$ cat src/include/poa_map.vh
// constants for the programmable output activation block
// assumes a 10 MHz system clock; included by bare name
`ifndef POA_MAP_VH
`define POA_MAP_VH
// activation types
`define POA_T_STEADY 3'h0
`define POA_T_INTER 3'h1
`define POA_T_PULSE 3'h2
`define POA_T_STEADY_DA 3'h3
`define POA_T_INTER_DA 3'h4
`define POA_T_PULSE_DA 3'h5
`define POA_T_STEADY_DD 3'h6
// output classes
`define POA_C_PANEL_VOLT 3'h0
`define POA_C_PANEL_RELAY 3'h1
`define POA_C_RELAY_BOARD 3'h2
`define POA_C_LOOP_MULTI 3'h3
`define POA_C_LOOP_DUALV 3'h4
`define POA_C_SOUNDER 3'h5
// register offsets
`define POA_A_CTRL 4'h0
`define POA_A_DELAY 4'h1
`define POA_A_PLEN 4'h2
`define POA_A_POFF 4'h3
`define POA_A_DEACT 4'h4
`define POA_A_PROG 4'h8
`define POA_A_CHAN 4'h9
`define POA_A_STAT 4'hf
// ctrl field positions
`define POA_F_TYPE_LO 0
`define POA_F_CLASS_LO 4
`define POA_F_NHIGH 8
`define POA_F_SUPV 9
`define POA_F_RPZONE_LO 16
// reset values
`define POA_R_CTRL 32'h0000_0000
`define POA_R_TIME 32'h0000_0000
// timing, in ms, and ticks per ms at 10 MHz
`define POA_CLK_KHZ 10000
`define POA_CADENCE_MS 800
`define POA_RPULSE_MS 5000
`define POA_RESTART_MS 3000
// program: up to 40 terms, ops
`define POA_TERMS 40
`define POA_TRIG_NUM 45
`define POA_TRIG_ENCAP 40
`define POA_TRIG_RESET 27
`define POA_TRIG_TIMECH 28
`define POA_OP_END 3'h0
`define POA_OP_PUSH 3'h1
`define POA_OP_NOT 3'h2
`define POA_OP_AND 3'h3
`define POA_OP_OR 3'h4
`endif

$ cat src/poa_output.v
// activation logic for one programmable alarm-panel output
// assumes trigger states arrive synchronous to sys_clk, one bit per condition
`timescale 1ns/100ps
`include "poa_map.vh"
module poa_output #(
  parameter RESTART_MS = `POA_RESTART_MS,
  parameter RPULSE_MS = `POA_RPULSE_MS
) (
  // clock, reset, enable
  input wire sys_clk,
  input wire rst,
  input wire clk_en,
  // register port
  input wire [3:0] reg_addr,
  input wire [31:0] reg_wdata,
  input wire reg_wr,
  input wire reg_rd,
  output reg [31:0] reg_rdata,
  // system state
  input wire [`POA_TRIG_NUM:1] trig_in,
  input wire [63:1] time_chan_act,
  input wire rst_pulse_stb,
  input wire [15:0] rst_pulse_zone_addr,
  // output driver
  output reg out_drive,
  output reg out_supervise,
  output reg req_q
);
  localparam CYC_PER_MS = `POA_CLK_KHZ; // system cycles in one millisecond
  // program memory: term ops and operands, postfix order
  reg [2:0] prog_op [0:`POA_TERMS*2-1];
  reg [5:0] prog_arg [0:`POA_TERMS*2-1];
  reg [31:0] ctrl_q, delay_q, plen_q, poff_q, deact_q;
  reg [6:0] prog_idx_q;
  reg [5:0] chan_q;
  reg [13:0] div_q;
  reg ms_tick_q;
  // evaluation state
  reg [6:0] pc_q;
  reg [31:0] stk_q;
  reg [5:0] sp_q;
  reg rp_act_q;
  reg [15:0] rp_ms_q;
  reg [15:0] rs_ms_q;
  reg pulse_used_q, phase_q, held_q;
  reg [31:0] ph_load;
  reg ph_ld;
  wire ph_done;
  wire [2:0] typ_raw = ctrl_q[`POA_F_TYPE_LO+2:`POA_F_TYPE_LO];
  wire [2:0] cls = ctrl_q[`POA_F_CLASS_LO+2:`POA_F_CLASS_LO];
  wire nhigh = ctrl_q[`POA_F_NHIGH];
  wire panel = (cls == `POA_C_PANEL_VOLT) || (cls == `POA_C_PANEL_RELAY);
  wire dualv = (cls == `POA_C_LOOP_DUALV);
  wire is_inter = (typ_raw == `POA_T_INTER) || (typ_raw == `POA_T_INTER_DA);
  wire is_pulse = (typ_raw == `POA_T_PULSE) || (typ_raw == `POA_T_PULSE_DA);
  reg [2:0] typ;
  // restrict types by output class
  always @* begin
    typ = typ_raw;
    if (typ_raw > `POA_T_STEADY_DD)
      typ = `POA_T_STEADY;
    else if (!panel && !(dualv && is_inter) && (is_inter || is_pulse))
      typ = (typ_raw >= `POA_T_STEADY_DA) ? `POA_T_STEADY_DA : `POA_T_STEADY;
  end
  wire delayed = (typ == `POA_T_STEADY_DA) || (typ == `POA_T_INTER_DA) ||
                 (typ == `POA_T_PULSE_DA);
  wire t_inter = (typ == `POA_T_INTER) || (typ == `POA_T_INTER_DA);
  wire t_pulse = (typ == `POA_T_PULSE) || (typ == `POA_T_PULSE_DA);
  // on/off cadence: dual voltage unit fixed, else programmed or default
  wire [31:0] on_ms = (dualv || plen_q == 32'h0) ? `POA_CADENCE_MS : plen_q;
  wire [31:0] off_ms = (dualv || poff_q == 32'h0) ? `POA_CADENCE_MS : poff_q;
  // one trigger lookup shared by the evaluator
  function trig_val;
    input [5:0] n;
    input [`POA_TRIG_NUM:1] t;
    input rp;
    input tc;
    input ok_rp;
    begin
      if (n == `POA_TRIG_ENCAP)
        trig_val = 1'b0;
      else if (n == `POA_TRIG_RESET)
        trig_val = rp & ok_rp;
      else if (n == `POA_TRIG_TIMECH)
        trig_val = tc;
      else if (n >= 6'h01 && n <= 6'h2d)
        trig_val = t[n];
      else
        trig_val = 1'b0;
    end
  endfunction
  wire rp_ok = panel || cls == `POA_C_RELAY_BOARD || cls == `POA_C_LOOP_MULTI;
  wire tc_v = (chan_q != 6'h0) && time_chan_act[chan_q];
  // register writes and program loading
  always @(posedge sys_clk) begin
    if (rst) begin
      ctrl_q <= `POA_R_CTRL;
      delay_q <= `POA_R_TIME;
      plen_q <= `POA_R_TIME;
      poff_q <= `POA_R_TIME;
      deact_q <= `POA_R_TIME;
      prog_idx_q <= 7'h0;
      chan_q <= 6'h0;
    end else if (clk_en && reg_wr) begin
      if (reg_addr == `POA_A_CTRL) begin
        ctrl_q <= reg_wdata;
        prog_idx_q <= 7'h0;
      end else if (reg_addr == `POA_A_DELAY)
        delay_q <= reg_wdata;
      else if (reg_addr == `POA_A_PLEN)
        plen_q <= reg_wdata;
      else if (reg_addr == `POA_A_POFF)
        poff_q <= reg_wdata;
      else if (reg_addr == `POA_A_DEACT)
        deact_q <= reg_wdata;
      else if (reg_addr == `POA_A_CHAN)
        chan_q <= reg_wdata[5:0];
      else if (reg_addr == `POA_A_PROG && prog_idx_q < 7'd80)
        prog_idx_q <= prog_idx_q + 7'h1;
    end
  end
  // program store, no reset needed for memory
  always @(posedge sys_clk) begin
    if (clk_en && reg_wr && reg_addr == `POA_A_PROG && prog_idx_q < 7'd80) begin
      prog_op[prog_idx_q] <= reg_wdata[10:8];
      prog_arg[prog_idx_q] <= reg_wdata[5:0];
    end
  end
  // register reads, data one cycle later
  always @(posedge sys_clk) begin
    if (rst)
      reg_rdata <= 32'h0;
    else if (clk_en) begin
      if (!reg_rd)
        reg_rdata <= 32'h0;
      else if (reg_addr == `POA_A_CTRL)
        reg_rdata <= ctrl_q;
      else if (reg_addr == `POA_A_DELAY)
        reg_rdata <= delay_q;
      else if (reg_addr == `POA_A_PLEN)
        reg_rdata <= plen_q;
      else if (reg_addr == `POA_A_POFF)
        reg_rdata <= poff_q;
      else if (reg_addr == `POA_A_DEACT)
        reg_rdata <= deact_q;
      else if (reg_addr == `POA_A_CHAN)
        reg_rdata <= {26'h0, chan_q};
      else if (reg_addr == `POA_A_STAT)
        reg_rdata <= {22'h0, typ, rs_ms_q != 16'h0, rp_act_q, held_q, req_q,
                      out_drive, out_supervise, prog_idx_q == 7'h0 ? 1'b0 : 1'b1};
      else
        reg_rdata <= 32'h0;
    end
  end
  // millisecond tick
  always @(posedge sys_clk) begin
    if (rst) begin
      div_q <= 14'h0;
      ms_tick_q <= 1'b0;
    end else if (clk_en) begin
      ms_tick_q <= (div_q == CYC_PER_MS[13:0] - 14'h1);
      div_q <= (div_q == CYC_PER_MS[13:0] - 14'h1) ? 14'h0 : div_q + 14'h1;
    end
  end
  // reset pulse condition held five seconds
  always @(posedge sys_clk) begin
    if (rst) begin
      rp_act_q <= 1'b0;
      rp_ms_q <= 16'h0;
    end else if (clk_en) begin
      if (rst_pulse_stb && rst_pulse_zone_addr == ctrl_q[`POA_F_RPZONE_LO+15:`POA_F_RPZONE_LO]) begin
        rp_ms_q <= RPULSE_MS[15:0];
        rp_act_q <= 1'b1;
      end else if (ms_tick_q) begin
        if (rp_ms_q <= 16'h1)
          rp_act_q <= 1'b0;
        if (rp_ms_q != 16'h0)
          rp_ms_q <= rp_ms_q - 16'h1;
      end
    end
  end
  // postfix evaluator: one op per cycle, stack bit 0 is top
  always @(posedge sys_clk) begin
    if (rst) begin
      pc_q <= 7'h0;
      sp_q <= 6'h0;
      stk_q <= 32'h0;
      req_q <= 1'b0;
    end else if (clk_en) begin
      if (pc_q >= prog_idx_q || prog_op[pc_q] == `POA_OP_END) begin
        req_q <= (sp_q != 6'h0) & stk_q[0];
        pc_q <= 7'h0;
        sp_q <= 6'h0;
        stk_q <= 32'h0;
      end else begin
        pc_q <= pc_q + 7'h1;
        case (prog_op[pc_q])
          `POA_OP_PUSH: begin
            stk_q <= {stk_q[30:0], trig_val(prog_arg[pc_q], trig_in, rp_act_q, tc_v, rp_ok)};
            sp_q <= sp_q + 6'h1;
          end
          `POA_OP_NOT: stk_q[0] <= ~stk_q[0];
          `POA_OP_AND: begin
            stk_q <= {1'b0, stk_q[31:2], stk_q[1] & stk_q[0]};
            sp_q <= sp_q - 6'h1;
          end
          `POA_OP_OR: begin
            stk_q <= {1'b0, stk_q[31:2], stk_q[1] | stk_q[0]};
            sp_q <= sp_q - 6'h1;
          end
          default: pc_q <= 7'h0;
        endcase
      end
    end
  end
  // shared phase timer
  poa_timer #(.W(32)) u_ph (
    .sys_clk(sys_clk),
    .rst(rst),
    .clk_en(clk_en),
    .ms_tick(ms_tick_q),
    .load(ph_ld),
    .load_val(ph_load),
    .done(ph_done)
  );
  localparam S_IDLE = 5'h01;
  localparam S_WAIT = 5'h02;
  localparam S_ON = 5'h04;
  localparam S_OFF = 5'h08;
  localparam S_HOLD = 5'h10;
  reg [4:0] st_q, st_d;
  // next state and timer loads
  always @* begin
    st_d = st_q;
    ph_ld = 1'b0;
    ph_load = 32'h0;
    case (st_q)
      S_IDLE: begin
        if (req_q && !(t_pulse && pulse_used_q)) begin
          ph_ld = 1'b1;
          if (delayed) begin
            st_d = S_WAIT;
            ph_load = delay_q;
          end else begin
            st_d = S_ON;
            ph_load = t_pulse ? plen_q : on_ms;
          end
        end
      end
      S_WAIT: begin
        if (!req_q)
          st_d = S_IDLE;
        else if (ph_done) begin
          st_d = S_ON;
          ph_ld = 1'b1;
          ph_load = t_pulse ? plen_q : on_ms;
        end
      end
      S_ON: begin
        if (!req_q && typ == `POA_T_STEADY_DD) begin
          st_d = S_HOLD;
          ph_ld = 1'b1;
          ph_load = deact_q;
        end else if (!req_q)
          st_d = S_IDLE;
        else if (t_pulse && ph_done)
          st_d = S_IDLE;
        else if (t_inter && ph_done) begin
          st_d = S_OFF;
          ph_ld = 1'b1;
          ph_load = off_ms;
        end
      end
      S_OFF: begin
        if (!req_q)
          st_d = S_IDLE;
        else if (ph_done) begin
          st_d = S_ON;
          ph_ld = 1'b1;
          ph_load = on_ms;
        end
      end
      S_HOLD: begin
        if (req_q)
          st_d = S_ON;
        else if (ph_done)
          st_d = S_IDLE;
      end
      default: st_d = S_IDLE;
    endcase
  end
  // shaper state, pulse latch and output pins
  always @(posedge sys_clk) begin
    if (rst) begin
      st_q <= S_IDLE;
      pulse_used_q <= 1'b0;
      phase_q <= 1'b0;
      held_q <= 1'b0;
      rs_ms_q <= 16'hffff;
      out_drive <= 1'b0;
      out_supervise <= 1'b0;
    end else if (clk_en) begin
      st_q <= st_d;
      if (!req_q)
        pulse_used_q <= 1'b0;
      else if (st_q == S_ON && t_pulse)
        pulse_used_q <= 1'b1;
      held_q <= (st_d == S_HOLD);
      phase_q <= (st_d == S_ON) || (st_d == S_HOLD);
      if (rs_ms_q == 16'hffff)
        rs_ms_q <= RESTART_MS[15:0];
      else if (ms_tick_q && rs_ms_q != 16'h0)
        rs_ms_q <= rs_ms_q - 16'h1;
      // normally high idles high, held low during restart window
      if (nhigh && rs_ms_q != 16'h0)
        out_drive <= 1'b0;
      else
        out_drive <= nhigh ^ phase_q;
      out_supervise <= ctrl_q[`POA_F_SUPV] & ~nhigh;
    end
  end
endmodule // poa_output

$ cat src/poa_timer.v
// down counter in milliseconds for the activation shaper
// assumes a shared tick pulse of one millisecond
`timescale 1ns/100ps
module poa_timer #(
  parameter W = 32
) (
  // clock and reset
  input wire sys_clk,
  input wire rst,
  input wire clk_en,
  // control
  input wire ms_tick,
  input wire load,
  input wire [W-1:0] load_val,
  // status
  output wire done
);
  reg [W-1:0] cnt_q;
  // load wins over counting
  always @(posedge sys_clk) begin
    if (rst) begin
      cnt_q <= {W{1'b0}};
    end else if (clk_en) begin
      if (load)
        cnt_q <= load_val;
      else if (ms_tick && cnt_q != {W{1'b0}})
        cnt_q <= cnt_q - {{(W-1){1'b0}}, 1'b1};
    end
  end
  assign done = (cnt_q == {W{1'b0}});
endmodule // poa_timer

$ cat config.mk
export PLATFORM = sky130hd
export DESIGN_NAME = poa_output
export DESIGN_NICKNAME = d
export VERILOG_FILES = /design/src/poa_output.v /design/src/poa_timer.v
export VERILOG_INCLUDE_DIRS = /design/src /design/src/include
export SDC_FILE = /design/constraint.sdc
export NUM_CORES = 2
export LEC_CHECK = 0
export ABC_AREA = 0
export BUFFER_PORTS_ARGS = -buffer_cell sky130_fd_sc_hd__buf_2
export CAP_MARGIN = 40
export CORE_ASPECT_RATIO = 1.75
export CORE_UTILIZATION = 56
export CTS_CLUSTER_SIZE = 24
export DETAILED_ROUTE_END_ITERATION = 12
export GPL_ROUTABILITY_DRIVEN = 1
export PLACE_DENSITY = 0.74
export SKIP_CTS_REPAIR_TIMING = 1
export SLEW_MARGIN = 20
export SYNTH_ARGS = -nofsm -noshare
export SYNTH_HDL_FRONTEND = slang
export SYNTH_HIERARCHICAL = 1
export SYNTH_SLANG_ARGS = --single-unit
$ cat constraint.sdc
create_clock -name sys_clk -period 4.08 [get_ports sys_clk]
set_input_delay 0.816 -clock sys_clk [delete_from_list [all_inputs] [get_ports sys_clk]]
set_output_delay 0.816 -clock sys_clk [all_outputs]
set_load 0.03 [all_outputs]
# After elaboration in Yosys (flattened, before gate mapping)

Memory sizes are Yosys's and may differ from the RTL's. A register that Yosys moved wholly into a read port is not among the register bits.
Index checks and enable logic that the tools add are counted.

Register bits: 341
Bits in latches: 0
RAM bits: 720
ROM bits: 0
Output and inout port bits: 35
Logic and storage cells: 263
Memories kept: 2

Memory list:

| memory   | words | width | read ports | clocked after Yosys merged registers in | write ports | RTL line        | source |
|---|---|---|---|---|---|---|---|
| prog_arg | 80    | 6     | 1          | 1                                       | 1           | poa_output.v:32 | `` reg [5:0] prog_arg [0:`POA_TERMS*2-1]; `` |
| prog_op  | 80    | 3     | 1          | 1                                       | 1           | poa_output.v:31 | `` reg [2:0] prog_op [0:`POA_TERMS*2-1]; `` |

$add $sub $neg: 8
Multipliers: 0
Divide/modulo/power cells: 0
Magnitude comparators: 9
Equal/unequal tests: 44
Shift-type cells: 0
Mux-type cells: 87
Bitwise logic cells: 13
Reductions and logical operators: 75

Operators by type and width:

| operator                                                                | count |
|---|---|
| 32-bit 2-to-1 mux                                                       | 22 |
| 32-bit one-hot mux with 4 select lines                                  | 1 |
| 32-bit zero test                                                        | 3 |
| 7-bit 2-to-1 mux                                                        | 13 |
| 16-bit 2-to-1 mux                                                       | 5 |
| 31-bit one-hot mux with 2 select lines                                  | 1 |
| 5-bit 2-to-1 mux                                                        | 9 |
| 16-bit nonzero test                                                     | 2 |
| 32-bit nonzero test                                                     | 1 |
| 16-bit by 1-bit subtractor with 16-bit output (second input constant)   | 2 |
| 32-bit by 1-bit subtractor with 32-bit output (second input constant)   | 1 |
| 1-bit 2-to-1 mux                                                        | 22 |
| 3-bit by 2-bit == test with 1-bit output (second input constant)        | 7 |
| 3-bit == test (second input constant)                                   | 7 |
| 10-bit 2-to-1 mux                                                       | 2 |
| 5-bit one-hot mux with 4 select lines                                   | 1 |
| 1-bit logical AND                                                       | 19 |
| 16-bit == test                                                          | 1 |
| 16-bit == test (second input constant)                                  | 1 |
| 16-bit by 1-bit <= comparator with 1-bit output (second input constant) | 1 |
| 14-bit by 1-bit adder with 14-bit output (second input constant)        | 1 |
| 7-bit by 1-bit adder with 7-bit output (second input constant)          | 2 |
| 14-bit == test (second input constant)                                  | 1 |
| 1-bit logical OR                                                        | 14 |
| 51 further kinds                                                        | 97 |

# Logic depth before layout (Yosys ltp)

Word-level depth: 18
Depth in mapped cells: 23

# By module

The synthesis kept the hierarchy.

Modules (own cells, without submodules):

| module     | instances | cells an instance | area each (sq um) | seq. area each (sq um) |
|---|---|---|---|---|
| poa_output | 1         | 3,324             | 44,194.9          | 27,946.8 |
| poa_timer  | 1         | 286               | 2,228.4           | 640.6 |

# Least setup slack after synthesis

Ideal clock, no wire load.

Kind: flip-flop to flip-flop
From: register with a tool-made name
To: register sp_q[5]
Setup time: 70 ps
Data arrival time: 4,260 ps
Data required time: 4,010 ps
Setup slack: -250 ps
Stages on the path, launching flop included: 22
Buffers on the path: 5
Cells stage by stage: dfxtp_1 > buf_6 > buf_6 > buf_6 > buf_6 > mux4_2 > mux4_2 > nand2_1 > o211ai_1 > nor2b_2 > a22oi_4 > buf_4 > inv_2 > ha_1 > a21o_1 > a21oi_1 > o21bai_1 > a21oi_1 > xor2_1 > nand3_1 > o31a_1 > a21oi_1

RTL lines:

| item                   | RTL line         | source |
|---|---|---|
| end signal: assignment | poa_output.v:200 | `sp_q <= sp_q + 6'h1;` |
| end signal: assignment | poa_output.v:205 | `sp_q <= sp_q - 6'h1;` |
| end signal: assignment | poa_output.v:209 | `sp_q <= sp_q - 6'h1;` |
| end: declaration       | poa_output.v:41  | `reg [5:0] sp_q;` |

==> results_dict.tcl <==
set metrics [dict create \
    drtAntennaViolNets 0 \
    syn-num-nets 3797 \
    row_count 139 \
    synth_cells 3610 \
    port_buffers 200 \
    critical-path-top-delay-family "compound AO/OA/AOI/OAI gates" \
    clock-sinks 1068 \
    slew_headroom_pct 41.5 \
    cp-start-kind "register" \
    failed_checks "design-rule violations, negative setup slack" \
    status "finished, violations left" \
    start_util_pct 56.6 \
    root_buffer "clkbuf_16" \
    cp_data_required_time_ns 4.69 \
    timing.final.ws_setup_ns -0.246 \
    cts_tree "yes" \
    path_clk_slew_ns 0.07 \
    routedWlPerCell_um 26.7 \
    drv_cap 0 \
    synth_edf_count 720 \
    die-height_um 383 \
    finalClockSkew_ns 0.0268 \
    synth_seq_area_share_pct 61.6 \
    fp.dieW_um 220 \
    htreeDepth 3 \
    vias_per_cell 6.51 \
    nets 4153 \
    drt_iter0_markers 3639 \
    grt_max_degree 125 \
    post_dp_cell_area_um2 50200 \
    synth_seq_cells 1068 \
    gp_congestion 0.964 \
    arrival_ns 4.93 \
    fmax_ghz 0.231 \
    worstPathMaxFanout 8 \
    min_from "reg_wdata[21]" \
    drc 24 \
    power_density_nw_per_um2 398 \
    layout-drive-gt1-share_pct 23.7 \
    drt_pass1_iterations 10 \
    fin_area_um2 53500 \
    hold_viol_final 0 \
    place_inst 4914 \
    grt_pass1_vias 33000 \
    grt-ovfl-total 0 \
    antenna_found_initial 7 \
    fin_cells 5104 \
    reg2reg_depth 19 \
    synth_ff_type "edfxtp_1" \
    wl_mm 136 \
    tightest_slew_ns 0.877 \
    pin_count 201 \
    holdCritPathClass "in -> reg" \
    leakagePower_nw 17.9 \
    cpMaxStageDelayCell "mux4_2" \
    crit_path_end_kind "register" \
    grt_pass1_wl_mm 203 \
    r2r_end "sp_q[5]$_SDFFE_PP0P_" \
    via_count 33200 \
    fin_crit_ns 4.33 \
    yosysWarningCount 6 \
    peakVddDrop_mv 0.342 \
    die_area_um2 84100 \
    reg2reg_slack_ns -0.25 \
    grtUsageTotal_pct 32.7 \
    core_um2 82100 \
    ys_types 96 \
    finalSetupViolCount 3 \
    crit_type "reg -> reg" \
    syn_avg_cell_area_um2 12.9 \
    place_hpwl_mm 94.1 \
    insertion_delay_ns 0.69 \
    slew_viol_final 0 \
    syn-cell-area_um2 46400 \
    period_share_pct 106 \
    syn_to_final_growth_pct 15.3 \
    fill_cells 5936 \
    grt_setup_unrepaired "true" \
    cts_buffer_depth 3 \
    holdPathStages 3 \
    cts_buffers 90 \
    synthArstFlopShare_pct 0 \
    crit_path_cell_trace "buf_12, buf_12, mux4_2, mux4_2, mux2i_1, buf_4, o211ai_1, nor2b_4, a22oi_4, inv_4, ha_4, a21o_1, a21oi_2, o21bai_1, a21oi_2, xor2_1, nand3_1, o31a_1, a21oi_1" \
    holdPathEnd "poff_q[21]$_SDFFE_PP0P_" \
    cp_num_buf_inv 4 \
    cp_slowest_stage_delay_ns 0.53 \
]
[synth_stat cells, types with 16 or more instances]
| cell | number | area (um^2) |
|---|---|---|
| mux2_2 | 43 | 484 |
| nand3_1 | 52 | 260 |
| nor4_1 | 38 | 238 |
| nand4_1 | 29 | 181 |
| mux2_1 | 20 | 225 |
| o21ai_0 | 69 | 345 |
| inv_1 | 38 | 143 |
| a31oi_1 | 25 | 156 |
| nand2_1 | 483 | 1810 |
| o311ai_0 | 18 | 158 |
| xnor2_1 | 44 | 385 |
| xor2_1 | 29 | 254 |
| o22ai_1 | 38 | 238 |
| nor2b_1 | 23 | 144 |
| buf_2 | 26 | 130 |
| or3_1 | 16 | 100 |
| o31ai_1 | 24 | 180 |
| mux4_2 | 190 | 4280 |
| dfxtp_1 | 348 | 6970 |
| a21oi_1 | 232 | 1160 |
| a221o_1 | 31 | 310 |
| a22oi_1 | 113 | 848 |
| clkbuf_1 | 167 | 627 |
| and3_1 | 16 | 100 |
| ha_1 | 20 | 250 |
| nor3_1 | 44 | 220 |
| a211oi_1 | 19 | 143 |
| a221oi_1 | 31 | 272 |
| nor2_1 | 345 | 1290 |
| mux2i_1 | 64 | 641 |
| edfxtp_1 | 720 | 21600 |
| buf_4 | 26 | 195 |
[state kept, by name (all words and copies together), names as in the netlist, 5 cells and up, named ones only]
register	cells
st_q	5
prog_op	240
plen_q	32
u_ph/cnt_q	32
chan_q	6
prog_idx_q	7
div_q	14
delay_q	32
reg_rdata	32
pc_q	7
ctrl_q	32
deact_q	32
poff_q	32
rs_ms_q	16
stk_q	32
rp_ms_q	16
sp_q	6
prog_arg	480
[final cells by class]
| class | instances | area (um^2) | area share (%) |
|---|---|---|---|
| sequential | 1068 | 28600 | 53.4 |
| clock inverter | 56 | 553 | 1.03 |
| timing repair buffer | 508 | 3750 | 7.00 |
| antenna | 6 | 15.0 | 0.0280 |
| clock buffer | 111 | 2440 | 4.55 |
| multi-input combinational | 2254 | 16700 | 31.2 |
| tap | 1057 | 1320 | 2.47 |
| inverter | 44 | 170 | 0.318 |
[worst max-delay path by stage]
stage	startpoint	end	slack, ns	cells after the start
after floorplan	register	sp_q[5]$_SDFFE_PP0P_	0.001	20
after global placement	register	sp_q[5]$_SDFFE_PP0P_	-0.1	18
after detailed placement	register	stk_q[0]$_SDFFE_PP0P_	-0.15	16
after CTS	register	sp_q[5]$_SDFFE_PP0P_	-0.24	18
after global routing	register	sp_q[5]$_SDFFE_PP0P_	-0.37	19
final	register	sp_q[5]$_SDFFE_PP0P_	-0.25	19
[through the flow]
step           setup TNS [ns]  power [W]  worst slack (ns)  utilization (%)  hold slack [ns]
6_report               -0.470     0.0213            -0.246             65.2            0.400
5_1_grt                -0.999     0.0218            -0.373             65.2            0.392
4_1_cts                -0.509     0.0214            -0.239             64.8            0.366
3_5_place_dp           -0.280     0.0127            -0.146             61.1            0.448
3_3_place_gp           -0.106     0.0127           -0.0975             61.0            0.442
2_1_floorplan               0     0.0123           0.00131                -            0.437
[cell families (layout without fill, tap and decap cells)]
| logic type | count (synthesis) | count (layout) | synth area share, % |
|---|---|---|---|
| AND/OR/NAND/NOR | 1129 | 1129 | 10.8 |
| flip-flops | 1068 | 1068 | 61.6 |
| AO/OA/AOI/OAI | 707 | 707 | 10.3 |
| multiplexers | 324 | 324 | 12.5 |
| buffers and inverters | 288 | 719 | 2.88 |
| XOR/XNOR | 73 | 73 | 1.38 |
| adder cells (fa/ha/maj) | 21 | 21 | 0.582 |
| other | 0 | 6 | 0 |
[layer usage]
layer | vias to the layer above | track usage, % | wire length [um]
met4 | 2 | 22.4 | 10600
met1 | 16400 | 36.6 | 45100
li1 | 14500 | - | -
met3 | 489 | 6.30 | 11400
met2 | 1902 | 56.0 | 69400
met5 | - | 0 | 14
[cells in the final DEF (no fill, tap or decap), types with 11 or more instances in the layout]
| cell type | n |
|---|---|
| buf_4 | 268 |
| nor4_1 | 36 |
| nor2b_1 | 19 |
| mux2_2 | 43 |
| nor3_1 | 41 |
| buf_12 | 28 |
| a221oi_1 | 31 |
| buf_2 | 200 |
| nand4_1 | 29 |
| and3_1 | 16 |
| nand2b_1 | 15 |
| o31ai_1 | 24 |
| o21ai_0 | 68 |
| inv_1 | 37 |
| a221o_1 | 30 |
| clkbuf_1 | 12 |
| xnor2_1 | 42 |
| edfxtp_1 | 720 |
| clkinv_2 | 16 |
| mux2_1 | 20 |
| a22oi_1 | 113 |
| nand2_1 | 483 |
| and2_1 | 12 |
| dfxtp_1 | 344 |
| a21oi_1 | 229 |
| nor2_1 | 337 |
| mux4_2 | 191 |
| or3_1 | 16 |
| a21o_1 | 15 |
| mux2i_1 | 63 |
| a211oi_1 | 19 |
| nand3_1 | 51 |
| o22ai_1 | 38 |
| ha_1 | 17 |
| a31oi_1 | 25 |
| o311ai_0 | 18 |
| xor2_1 | 29 |
| clkbuf_16 | 93 |
| clkinv_1 | 11 |
[power by group]
group          switching (W)  total (W)  internal, W  leakage [nW]
logic               0.000523   0.000796     0.000273          7.15
clock network        0.00404    0.00884      0.00480          1.46
registers          0.0000699     0.0117       0.0116          9.28
total                0.00463     0.0213       0.0167          17.9
[worst reg2reg max path, delay by kind of cell (launching register included)]
kind | cells | cell delay (ns)
muxes | 3 | 1.20
adders and majority gates | 1 | 0.21
xor gates and xnor gates | 1 | 0.20
AOI/OAI and AO/OA | 8 | 1.32
and+or+nand+nor | 2 | 0.29
DFF | 1 | 0.45
buffers and inverters | 4 | 0.57
(Power assumes the default switching activity.)
